File: config.mk
export PLATFORM = sky130hd
export DESIGN_NAME = crsc_top
export DESIGN_NICKNAME = d
export VERILOG_FILES = /design/src/crsc_pkg.sv /design/src/crsc_pin_sync.sv /design/src/crsc_top.sv
export SDC_FILE = /design/constraint.sdc
export NUM_CORES = 1
export LEC_CHECK = 0
export ABC_AREA = 1
export BUFFER_PORTS_ARGS = -buffer_cell sky130_fd_sc_hd__buf_2
export CAP_MARGIN = 5
export CORE_MARGIN = 10
export CORE_UTILIZATION = 55
export DETAILED_ROUTE_END_ITERATION = 7
export PLACE_DENSITY_LB_ADDON = 0.25
export SKIP_CTS_REPAIR_TIMING = 1
export SYNTH_ARGS = -nofsm -noshare
export SYNTH_HDL_FRONTEND = slang
export SYNTH_SLANG_ARGS = --single-unit
File: constraint.sdc
create_clock -name clk_sys -period 2.6 [get_ports clk_sys]
set_clock_uncertainty 0.2 [all_clocks]
set_input_delay 0.39 -clock clk_sys [delete_from_list [all_inputs] [get_ports clk_sys]]
set_output_delay 0.39 -clock clk_sys [all_outputs]
set_load 0.02 [all_outputs]
File: src/crsc_pkg.sv
package crsc_pkg;

	// ****************************************************
	// register map, byte addresses
	// ****************************************************
	localparam logic [3:0] ADDR_CTRL   = 4'h0;
	localparam logic [3:0] ADDR_STATUS = 4'h4;
	localparam logic [3:0] ADDR_FLAG   = 4'h8;

	// control register fields
	localparam int CTRL_SOFT_KILL    = 0;
	localparam int CTRL_CPU_RST_EN   = 1;
	localparam int CTRL_BOARD_RST_EN = 2;
	localparam int CTRL_REPORT_CPU   = 3;
	localparam int CTRL_REPORT_BOARD = 4;
	localparam int CTRL_RESTORE_EN   = 5;
	localparam int CTRL_SYNC_MASTER  = 6;
	localparam int CTRL_W            = 7;
	localparam logic [6:0] CTRL_RESET = 7'h00;

	// flag register fields
	localparam int FLAG_RESET_SEEN = 0;
	localparam int FLAG_LAST_BOARD = 1;

	// ****************************************************
	// timing
	// ****************************************************
	localparam int CLK_KHZ          = 25000;
	localparam int CPU_RST_MS       = 100;
	localparam int BOARD_EXTRA_MS   = 900;
	localparam int REM_OUT_DELAY_MS = 3000;
	localparam int CPU_RST_CYC      = CPU_RST_MS * CLK_KHZ;
	localparam int BOARD_RST_CYC    = (CPU_RST_MS + BOARD_EXTRA_MS) * CLK_KHZ;
	localparam int REM_OUT_CYC      = REM_OUT_DELAY_MS * CLK_KHZ;
	localparam int SYNC_KHZ         = 1250;
	localparam int SYNC_HALF_CYC    = CLK_KHZ / (2 * SYNC_KHZ);
	localparam int CNT_W            = 28;

	// pin inputs bundled for synchronising
	localparam int PIN_W = 15;

	// ****************************************************
	// encodings
	// ****************************************************
	localparam logic [1:0] KEY_OFF    = 2'h0;
	localparam logic [1:0] KEY_LOCAL  = 2'h1;
	localparam logic [1:0] KEY_REMOTE = 2'h2;
	localparam logic [1:0] EN_DISABLE = 2'h0;
	localparam logic [1:0] EN_LOCAL   = 2'h1;
	localparam logic [1:0] EN_REMOTE  = 2'h2;

	typedef enum logic [1:0] {
		CRSC_RST_IDLE,
		CRSC_RST_PRESSED,
		CRSC_RST_WAIT_LOW
	} crsc_rst_state_t;

endpackage : crsc_pkg

File: src/crsc_pin_sync.sv
`timescale 1ns/1ps
`default_nettype none
module crsc_pin_sync (
	input  wire logic                     clk_sys,
	input  wire logic                     arst_n,
	input  wire logic [crsc_pkg::PIN_W-1:0] pin_in,
	output logic      [crsc_pkg::PIN_W-1:0] pin_out
);

	// ****************************************************
	// three-flop synchroniser with agreement filter
	// ****************************************************
	genvar i;
	generate
		for (i = 0; i < crsc_pkg::PIN_W; i++) begin : g_bit
			logic s1_q;
			logic s2_q;
			logic s3_q;
			// first flop feeds only the second one
			always_ff @(posedge clk_sys or negedge arst_n) begin
				if (!arst_n) begin
					s1_q <= 1'b0;
					s2_q <= 1'b0;
					s3_q <= 1'b0;
				end else begin
					s1_q <= pin_in[i];
					s2_q <= s1_q;
					s3_q <= s2_q;
				end
			end
			// a change counts once two settled stages agree
			always_ff @(posedge clk_sys or negedge arst_n) begin
				if (!arst_n) begin
					pin_out[i] <= 1'b0;
				end else if (s2_q == s3_q) begin
					pin_out[i] <= s3_q;
				end
			end
		end
	endgenerate

endmodule : crsc_pin_sync
`default_nettype wire

File: src/crsc_top.sv
`timescale 1ns/1ps
`default_nettype none
module crsc_top #(
	parameter int CPU_RST_CYC   = crsc_pkg::CPU_RST_CYC,
	parameter int BOARD_RST_CYC = crsc_pkg::BOARD_RST_CYC,
	parameter int REM_OUT_CYC   = crsc_pkg::REM_OUT_CYC
) (
	input  wire logic       clk_sys,
	input  wire logic       arst_n,
	// register port
	input  wire logic [3:0] reg_addr,
	input  wire logic [31:0] reg_wdata,
	input  wire logic       reg_wr,
	input  wire logic       reg_rd,
	output logic      [31:0] reg_rdata,
	// front-panel and connector inputs
	input  wire logic       main_switch_on,
	input  wire logic [1:0] power_key_pos,
	input  wire logic       remote_power_in,
	input  wire logic [1:0] enable_switch_pos,
	input  wire logic       ext_enable_in,
	input  wire logic       voltage_setpoint_select,
	input  wire logic       current_limit_select,
	input  wire logic       kill_in,
	input  wire logic       reset_in,
	input  wire logic       interlock_contact_closed,
	input  wire logic       interlock_trip_on_closed,
	input  wire logic       standard_switch_nim,
	input  wire logic       chan_on_request,
	// power and signalling standard
	output logic            system_power_on,
	output logic            remote_power_out,
	output logic            status_std_nim,
	output logic            nim_led,
	output logic            ttl_led,
	// channel control toward the boards
	output logic            local_enable_position,
	output logic            remote_enable_position,
	output logic            channels_enabled,
	output logic            use_setpoint_one,
	output logic            voltage_select_led,
	output logic            use_limit_one,
	output logic            current_select_led,
	output logic            kill_led,
	output logic            fast_off,
	output logic            interlock_led,
	output logic            chan_on_grant,
	// reset outputs
	output logic            cpu_reset_pulse,
	output logic            board_reset_pulse,
	output logic            reset_led_red,
	output logic            reset_led_orange,
	output logic            reset_flag_out,
	output logic            restore_channels,
	output logic            clear_channels,
	// supply sync clock pin
	input  wire logic       supply_sync_clock_in,
	output logic            supply_sync_clock_out,
	output logic            supply_sync_clock_oe,
	output logic            supply_sync_clock_rx,
	output logic            master_led
);

	// ****************************************************
	// pin synchronisation
	// ****************************************************
	logic [crsc_pkg::PIN_W-1:0] pins_raw;
	logic [crsc_pkg::PIN_W-1:0] pins;

	assign pins_raw = {main_switch_on, supply_sync_clock_in,
		standard_switch_nim, interlock_trip_on_closed,
		interlock_contact_closed, reset_in,
		kill_in, current_limit_select, voltage_setpoint_select,
		ext_enable_in, enable_switch_pos, remote_power_in,
		power_key_pos};

	crsc_pin_sync u_sync (
		.clk_sys (clk_sys),
		.arst_n  (arst_n),
		.pin_in  (pins_raw),
		.pin_out (pins)
	);

	logic [1:0] key_s;
	logic       rem_in_s;
	logic [1:0] en_pos_s;
	logic       ext_en_s;
	logic       voltage_setpoint_select_s;
	logic       current_limit_select_s;
	logic       kill_s;
	logic       rst_s;
	logic       ilk_closed_s;
	logic       ilk_pol_s;
	logic       nim_s;
	logic       sync_in_s;
	logic       main_s;

	assign key_s        = pins[1:0];
	assign rem_in_s     = pins[2];
	assign en_pos_s     = pins[4:3];
	assign ext_en_s     = pins[5];
	assign voltage_setpoint_select_s       = pins[6];
	assign current_limit_select_s       = pins[7];
	assign kill_s       = pins[8];
	assign rst_s        = pins[9];
	assign ilk_closed_s = pins[10];
	assign ilk_pol_s    = pins[11];
	assign nim_s        = pins[12];
	assign sync_in_s    = pins[13];
	assign main_s       = pins[14];

	// ****************************************************
	// registers
	// ****************************************************
	logic [crsc_pkg::CTRL_W-1:0] ctrl_q;
	logic                        flag_q;
	logic                        last_board_q;
	logic                        interlock_active;
	logic                        kill_active;
	logic                        flag_set;
	logic                        flag_clr;

	// software writes to the control register
	always_ff @(posedge clk_sys or negedge arst_n) begin
		if (!arst_n) begin
			ctrl_q <= crsc_pkg::CTRL_RESET;
		end else if (reg_wr && reg_addr == crsc_pkg::ADDR_CTRL) begin
			ctrl_q <= reg_wdata[crsc_pkg::CTRL_W-1:0];
		end
	end

	assign flag_clr = reg_wr && reg_addr == crsc_pkg::ADDR_FLAG
		&& reg_wdata[crsc_pkg::FLAG_RESET_SEEN];

	// reset flag: a new reset in the clearing cycle is kept
	always_ff @(posedge clk_sys or negedge arst_n) begin
		if (!arst_n) begin
			flag_q <= 1'b0;
		end else if (flag_set) begin
			flag_q <= 1'b1;
		end else if (flag_clr) begin
			flag_q <= 1'b0;
		end
	end

	// read data stands one cycle after the strobe; unmapped reads zero
	always_ff @(posedge clk_sys or negedge arst_n) begin
		if (!arst_n) begin
			reg_rdata <= 32'h0;
		end else if (reg_rd) begin
			case (reg_addr)
				crsc_pkg::ADDR_CTRL:   reg_rdata <= {25'h0, ctrl_q};
				crsc_pkg::ADDR_STATUS: reg_rdata <= {21'h0,
					interlock_active, kill_active, channels_enabled,
					use_limit_one, use_setpoint_one, reset_led_orange,
					reset_led_red, remote_power_out, status_std_nim,
					master_led, system_power_on};
				crsc_pkg::ADDR_FLAG:   reg_rdata <= {30'h0, last_board_q,
					flag_q};
				default:               reg_rdata <= 32'h0;
			endcase
		end else begin
			reg_rdata <= 32'h0;
		end
	end

	// ****************************************************
	// power-on and cascade
	// ****************************************************
	logic [crsc_pkg::CNT_W-1:0] rem_cnt_q;

	// main switch gates both local and remote turn-on
	always_ff @(posedge clk_sys or negedge arst_n) begin
		if (!arst_n) begin
			system_power_on <= 1'b0;
		end else begin
			system_power_on <= main_s
				&& ((key_s == crsc_pkg::KEY_LOCAL)
				|| (key_s == crsc_pkg::KEY_REMOTE && rem_in_s));
		end
	end

	// cascade output waits a few seconds of steady power-in
	always_ff @(posedge clk_sys or negedge arst_n) begin
		if (!arst_n) begin
			rem_cnt_q        <= '0;
			remote_power_out <= 1'b0;
		end else if (!rem_in_s) begin
			rem_cnt_q        <= '0;
			remote_power_out <= 1'b0;
		end else if (rem_cnt_q >= crsc_pkg::CNT_W'(REM_OUT_CYC - 1)) begin
			remote_power_out <= 1'b1;
		end else begin
			rem_cnt_q <= rem_cnt_q + 1'b1;
		end
	end

	// ****************************************************
	// signalling standard and setpoint selection
	// ****************************************************
	// only status outputs follow this switch; inputs stay as they are
	always_ff @(posedge clk_sys or negedge arst_n) begin
		if (!arst_n) begin
			status_std_nim <= 1'b0;
			nim_led        <= 1'b0;
			ttl_led        <= 1'b0;
		end else begin
			status_std_nim <= nim_s;
			nim_led        <= nim_s;
			ttl_led        <= !nim_s;
		end
	end

	// boards ramp on select change, so no step is driven here
	always_ff @(posedge clk_sys or negedge arst_n) begin
		if (!arst_n) begin
			use_setpoint_one   <= 1'b0;
			voltage_select_led <= 1'b0;
			use_limit_one      <= 1'b0;
			current_select_led <= 1'b0;
		end else begin
			use_setpoint_one   <= voltage_setpoint_select_s;
			voltage_select_led <= voltage_setpoint_select_s;
			use_limit_one      <= current_limit_select_s;
			current_select_led <= current_limit_select_s;
		end
	end

	// ****************************************************
	// enable, kill and interlock
	// ****************************************************
	logic en_local;
	logic en_remote;

	assign en_local  = en_pos_s == crsc_pkg::EN_LOCAL;
	assign en_remote = en_pos_s == crsc_pkg::EN_REMOTE;

	// boards ramp up on rise, ramp down on fall, keeping channel state
	always_ff @(posedge clk_sys or negedge arst_n) begin
		if (!arst_n) begin
			local_enable_position  <= 1'b0;
			remote_enable_position <= 1'b0;
			channels_enabled       <= 1'b0;
		end else begin
			local_enable_position  <= en_local;
			remote_enable_position <= en_remote && ext_en_s;
			channels_enabled       <= en_local
				|| (en_remote && ext_en_s);
		end
	end

	// trip when contact matches the chosen polarity
	assign interlock_active = ilk_pol_s ? ilk_closed_s : !ilk_closed_s;
	assign kill_active = kill_s || ctrl_q[crsc_pkg::CTRL_SOFT_KILL];

	always_ff @(posedge clk_sys or negedge arst_n) begin
		if (!arst_n) begin
			kill_led      <= 1'b0;
			interlock_led <= 1'b0;
			fast_off      <= 1'b0;
		end else begin
			kill_led      <= kill_s;
			interlock_led <= interlock_active;
			fast_off      <= kill_active || interlock_active;
		end
	end

	// turn-on requests pass only while no interlock stands
	assign chan_on_grant = chan_on_request && !interlock_active;

	// ****************************************************
	// reset duration classification
	// ****************************************************
	crsc_pkg::crsc_rst_state_t rst_state_q;
	logic [crsc_pkg::CNT_W-1:0] rst_cnt_q;
	logic                       past_cpu;
	logic                       past_board;
	logic                       do_cpu;
	logic                       do_board;
	logic                       release_ev;

	assign past_cpu   = rst_cnt_q >= crsc_pkg::CNT_W'(CPU_RST_CYC);
	assign past_board = rst_cnt_q >= crsc_pkg::CNT_W'(BOARD_RST_CYC);
	assign release_ev = rst_state_q == crsc_pkg::CRSC_RST_PRESSED && !rst_s;

	// count cycles while held; short presses fall through
	always_ff @(posedge clk_sys or negedge arst_n) begin
		if (!arst_n) begin
			rst_state_q <= crsc_pkg::CRSC_RST_IDLE;
			rst_cnt_q   <= '0;
		end else begin
			case (rst_state_q)
				crsc_pkg::CRSC_RST_IDLE: begin
					rst_cnt_q <= '0;
					if (rst_s) begin
						rst_state_q <= crsc_pkg::CRSC_RST_PRESSED;
					end
				end
				crsc_pkg::CRSC_RST_PRESSED: begin
					if (!rst_s) begin
						rst_state_q <= crsc_pkg::CRSC_RST_WAIT_LOW;
					end else if (!past_board) begin
						rst_cnt_q <= rst_cnt_q + 1'b1;
					end
				end
				crsc_pkg::CRSC_RST_WAIT_LOW: begin
					rst_state_q <= crsc_pkg::CRSC_RST_IDLE;
				end
				default: begin
					rst_state_q <= crsc_pkg::CRSC_RST_IDLE;
				end
			endcase
		end
	end

	// a disabled board reset falls back to the processor reset
	assign do_board = release_ev && past_board
		&& ctrl_q[crsc_pkg::CTRL_BOARD_RST_EN];
	assign do_cpu = release_ev && past_cpu && !do_board
		&& ctrl_q[crsc_pkg::CTRL_CPU_RST_EN];
	assign flag_set = (do_cpu && ctrl_q[crsc_pkg::CTRL_REPORT_CPU])
		|| (do_board && ctrl_q[crsc_pkg::CTRL_REPORT_BOARD]);

	// lamp turns red then orange as the press lengthens
	always_ff @(posedge clk_sys or negedge arst_n) begin
		if (!arst_n) begin
			reset_led_red    <= 1'b0;
			reset_led_orange <= 1'b0;
		end else begin
			reset_led_red    <= rst_state_q == crsc_pkg::CRSC_RST_PRESSED
				&& past_cpu && !past_board;
			reset_led_orange <= rst_state_q == crsc_pkg::CRSC_RST_PRESSED
				&& past_board;
		end
	end

	// one pulse per accepted reset; board reset also resets the cpu
	always_ff @(posedge clk_sys or negedge arst_n) begin
		if (!arst_n) begin
			cpu_reset_pulse   <= 1'b0;
			board_reset_pulse <= 1'b0;
			restore_channels  <= 1'b0;
			clear_channels    <= 1'b0;
			last_board_q      <= 1'b0;
		end else begin
			cpu_reset_pulse   <= do_cpu || do_board;
			board_reset_pulse <= do_board;
			// power-on behaviour: restore after either reset, clear only after a board reset
			restore_channels  <= (do_cpu || do_board)
				&& ctrl_q[crsc_pkg::CTRL_RESTORE_EN];
			clear_channels    <= do_board
				&& !ctrl_q[crsc_pkg::CTRL_RESTORE_EN];
			if (do_cpu || do_board) begin
				last_board_q <= do_board;
			end
		end
	end

	assign reset_flag_out = flag_q;

	// ****************************************************
	// supply sync clock
	// ****************************************************
	logic [4:0] sync_cnt_q;
	logic       sync_q;

	// divider only runs as master; slave leaves the pin undriven
	always_ff @(posedge clk_sys or negedge arst_n) begin
		if (!arst_n) begin
			sync_cnt_q <= 5'h0;
			sync_q     <= 1'b0;
		end else if (!ctrl_q[crsc_pkg::CTRL_SYNC_MASTER]) begin
			sync_cnt_q <= 5'h0;
			sync_q     <= 1'b0;
		end else if (sync_cnt_q == 5'(crsc_pkg::SYNC_HALF_CYC - 1)) begin
			sync_cnt_q <= 5'h0;
			sync_q     <= !sync_q;
		end else begin
			sync_cnt_q <= sync_cnt_q + 5'h1;
		end
	end

	assign supply_sync_clock_out = sync_q;
	assign supply_sync_clock_oe  = ctrl_q[crsc_pkg::CTRL_SYNC_MASTER];
	assign master_led            = ctrl_q[crsc_pkg::CTRL_SYNC_MASTER];
	assign supply_sync_clock_rx  = ctrl_q[crsc_pkg::CTRL_SYNC_MASTER]
		? sync_q : sync_in_s;

endmodule : crsc_top
`default_nettype wire

==> reports/results.txt <==
VDD IR-drop max: 0.497 mV
source of the critical timing path: rem_cnt_q[0]
final critical delay including setup and external delays: 2.34 ns
endpoint class of the critical path: register
Clk pin slew, worst setup/hold paths: 0.06 ns
first-pass GRT wire length: 28100 µm
number of failing setup endpoints in the final timing report: 0
aggregate negative setup slack: 0 ns
area of the placeable core: 13800 µm²
count of TritonRoute iterations in the first routing pass: 5
largest net degree at the start of global routing: 60
YS warnings: 0
Register-to-Register Setup Slack: 0.26 ns
final clock period utilization by the worst path: 0.901
port buffer count: 68
All-Layer GR Usage: 0.177
final weighted congestion in routability-driven placement: 0.936
destination of the worst register-to-register timing path: rem_cnt_q[15]
peak clock frequency supported by timing: 427 MHz
number of antenna violations at the first check in global routing: 0
grt total ovfl: 0
DR vias/cell: 5.02
max-cap viol count: 0
Worst Hold Class: in2reg
Crit Path Class: reg2reg
placed wire-length estimate: 11800 µm
post-route cell area: 8860 µm²
floorplan die area: 19100 µm²
count of placed standard cells including taps: 1148
unrepaired setup endpoints after global routing: no
layout cell share with drive strength beyond 1: 0.134
Max H-tree Level: 4
final routed DRC violation total: 0
routed wirelength normalized by instance count: 14.1 µm
Startpoint Class: register
final-report max-slew violation count: 0
CP Max Fanout: 11
Worst slew margin: 0.468
worst reg-to-reg path cell count: 13
average instance area after synthesis: 8.37 µm²
fraction of the yosys area taken by sequential cells: 0.528
clock tree from TritonCTS: built
pwr/cell area: 667 nW/µm²
vias in the first global route: 5650
worst setup margin: 0.257 ns
effective utilization at floorplan: 0.557
Layout Cells excl Fill: 1197
Post-Syn Instances: 916
insertion delay of the later-clocked pin in the worst-skew pair: 0.43 ns
Lkg Pwr: 4.32 nW
drt total wl: 16800 µm
placed instance area: 8100 µm²
Syn Std Cell Area: 7670 µm²
Nets: 1065
Least-Margin Pin Slew: 0.796 ns
height of the die: 138 µm
critical path required time: 2.72 ns
Total Power Consumption: 5.91 mW
horizontal die dimension: 138 µm
Worst setup endpoint: rem_cnt_q[15]
vias after detailed routing: 6004
Routed Antenna Nets: 0
Worst R2R Start: rem_cnt_q[0]
clock buffers created by TritonCTS: 17
worst slack at placement: 0.262 ns
num ports: 115
post-synthesis to final-layout area growth: 15.5%
count of final hold-check violations: 0
diode count: 0
FP Rows: 43
violation count after the first detailed-route iteration: 603
cell at the root of the clock tree: sky130_fd_sc_hd__clkbuf_16
unique cell type count in the Yosys netlist: 34
WP data arrival: 2.46 ns
status: completed
number of storage elements in the synthesis netlist: 162
TritonCTS Sinks: 162
number of buffers between clock root and the deepest sink: 2
[cells in the mapped netlist (all sizes together)]
master  count  area, µm²
nand2     275       1070
dfrtp     162       4050
nor2      145        572
inv        85        322
nand3      72        360
buf        38        288
xor2       28        245
o21ai      23        126
nor3       18       90.1
maj3       15        150
a21oi      12       60.1
nand4      10       62.6
clkbuf      7       26.3
xnor2       7       61.3
ha          5       62.6
mux2        4       45.0
nand3b      2       15.0
o211ai      2       15.0
a21boi      1       7.51
conb        1       3.75
nor4        1       6.26
o211a       1       10.0
o21bai      1       7.51
o221ai      1       8.76
[placed cells by master (no fill, tap or decap), types with 3 or more instances in the layout]
master                          count
sky130_fd_sc_hd__a21oi_1           12
sky130_fd_sc_hd__buf_2             67
sky130_fd_sc_hd__buf_4              7
sky130_fd_sc_hd__clkbuf_16         17
sky130_fd_sc_hd__clkinv_4           4
sky130_fd_sc_hd__conb_1            21
sky130_fd_sc_hd__dfrtp_1          162
sky130_fd_sc_hd__dlygate4sd3_1     17
sky130_fd_sc_hd__ha_1               4
sky130_fd_sc_hd__inv_1             81
sky130_fd_sc_hd__inv_2              3
sky130_fd_sc_hd__inv_6              4
sky130_fd_sc_hd__inv_8              3
sky130_fd_sc_hd__maj3_1            15
sky130_fd_sc_hd__mux2_2             4
sky130_fd_sc_hd__nand2_1          269
sky130_fd_sc_hd__nand2_4            5
sky130_fd_sc_hd__nand3_1           72
sky130_fd_sc_hd__nand4_1           10
sky130_fd_sc_hd__nor2_1           136
sky130_fd_sc_hd__nor2_2             8
sky130_fd_sc_hd__nor3_1            18
sky130_fd_sc_hd__o21ai_0           13
sky130_fd_sc_hd__o21ai_1            7
sky130_fd_sc_hd__o21ai_2            3
sky130_fd_sc_hd__xnor2_1            7
sky130_fd_sc_hd__xor2_1            28
[logic make-up (layout without fill, tap and decap cells)]
family,after synthesis,in the layout,synth area share
simple gates,523,523,0.284
flops,162,162,0.528
buf+inv,130,211,0.0829
compound gates,41,41,0.0307
xor+xnor,35,35,0.0400
fa+ha+maj,20,20,0.0277
mux,4,4,0.00587
other cells,1,21,0.000489
[area by class of cell]
cell class                 instances  area (µm²)
timing repair buffer              94         609
fill                            1231        4910
multi-input combinational        644        3060
clock buffer                      19         453
sequential                       162        4050
tap                              180         225
clock inverter                    13         141
inverter                          85         322
[worst min-delay path by stage]
stage	startpoint	to	slack [ns]	cells after the start
floorplan	arst_n	board_reset_pulse	-0.11	0
global placement	u_sync.g_bit[3].s1_q	u_sync.g_bit[3].s2_q	0.13	0
detailed placement	u_sync.g_bit[6].s1_q	u_sync.g_bit[6].s2_q	0.13	0
CTS	arst_n	u_sync.g_bit[13].s3_q	-0.25	1
global route	reg_wdata[4]	ctrl_q[4]	0.002	2
finish	reg_wdata[4]	ctrl_q[4]	0.002	2
[routing by layer]
metal	GRT usage	routed length (µm)	part of all wire
met1	0.245	7800	0.46
met2	0.266	7840	0.47
met3	0.0479	975	0.058
met4	0.0527	210	0.012
met5	0	0	0
[power breakdown]
group / internal (mW) / total, mW / switching, mW
logic: 0.199 / 0.610 / 0.412
registers: 2.69 / 2.82 / 0.130
clock network: 1.41 / 2.48 / 1.08
[stage by stage]
stage / utilization / hold WS, ns
floorplan: - / -0.106
global placement: 0.588 / 0.132
global route: 0.644 / 0.00246
detailed placement: 0.588 / 0.135
CTS: 0.631 / -0.255
finish: 0.644 / 0.00190
[worst max-delay path: stages (launching register included)]
cell,delay (ns)
sky130_fd_sc_hd__dfrtp_1,0.47
sky130_fd_sc_hd__ha_2,0.28
sky130_fd_sc_hd__nand2_1,0.08
sky130_fd_sc_hd__inv_2,0.06
sky130_fd_sc_hd__nand2_2,0.08
sky130_fd_sc_hd__nor2_4,0.18
sky130_fd_sc_hd__nand3_1,0.09
sky130_fd_sc_hd__nand2_1,0.09
sky130_fd_sc_hd__nand2_1,0.08
sky130_fd_sc_hd__nand2_4,0.17
sky130_fd_sc_hd__buf_4,0.19
sky130_fd_sc_hd__inv_1,0.10
sky130_fd_sc_hd__nand3_1,0.09
sky130_fd_sc_hd__nand2_1,0.05
[sequential cells by signal, indices dropped and copies added, names as in the netlist, 2 cells and up]
signal             count
rem_cnt_q             28
rst_cnt_q             28
u_sync.g_bit.s1_q     15
u_sync.g_bit.s2_q     15
u_sync.g_bit.s3_q     15
u_sync.pin_out        15
reg_rdata             11
ctrl_q                 7
sync_cnt_q             5
rst_state_q            2
Note: power is estimated with default switching activity, not from simulation.
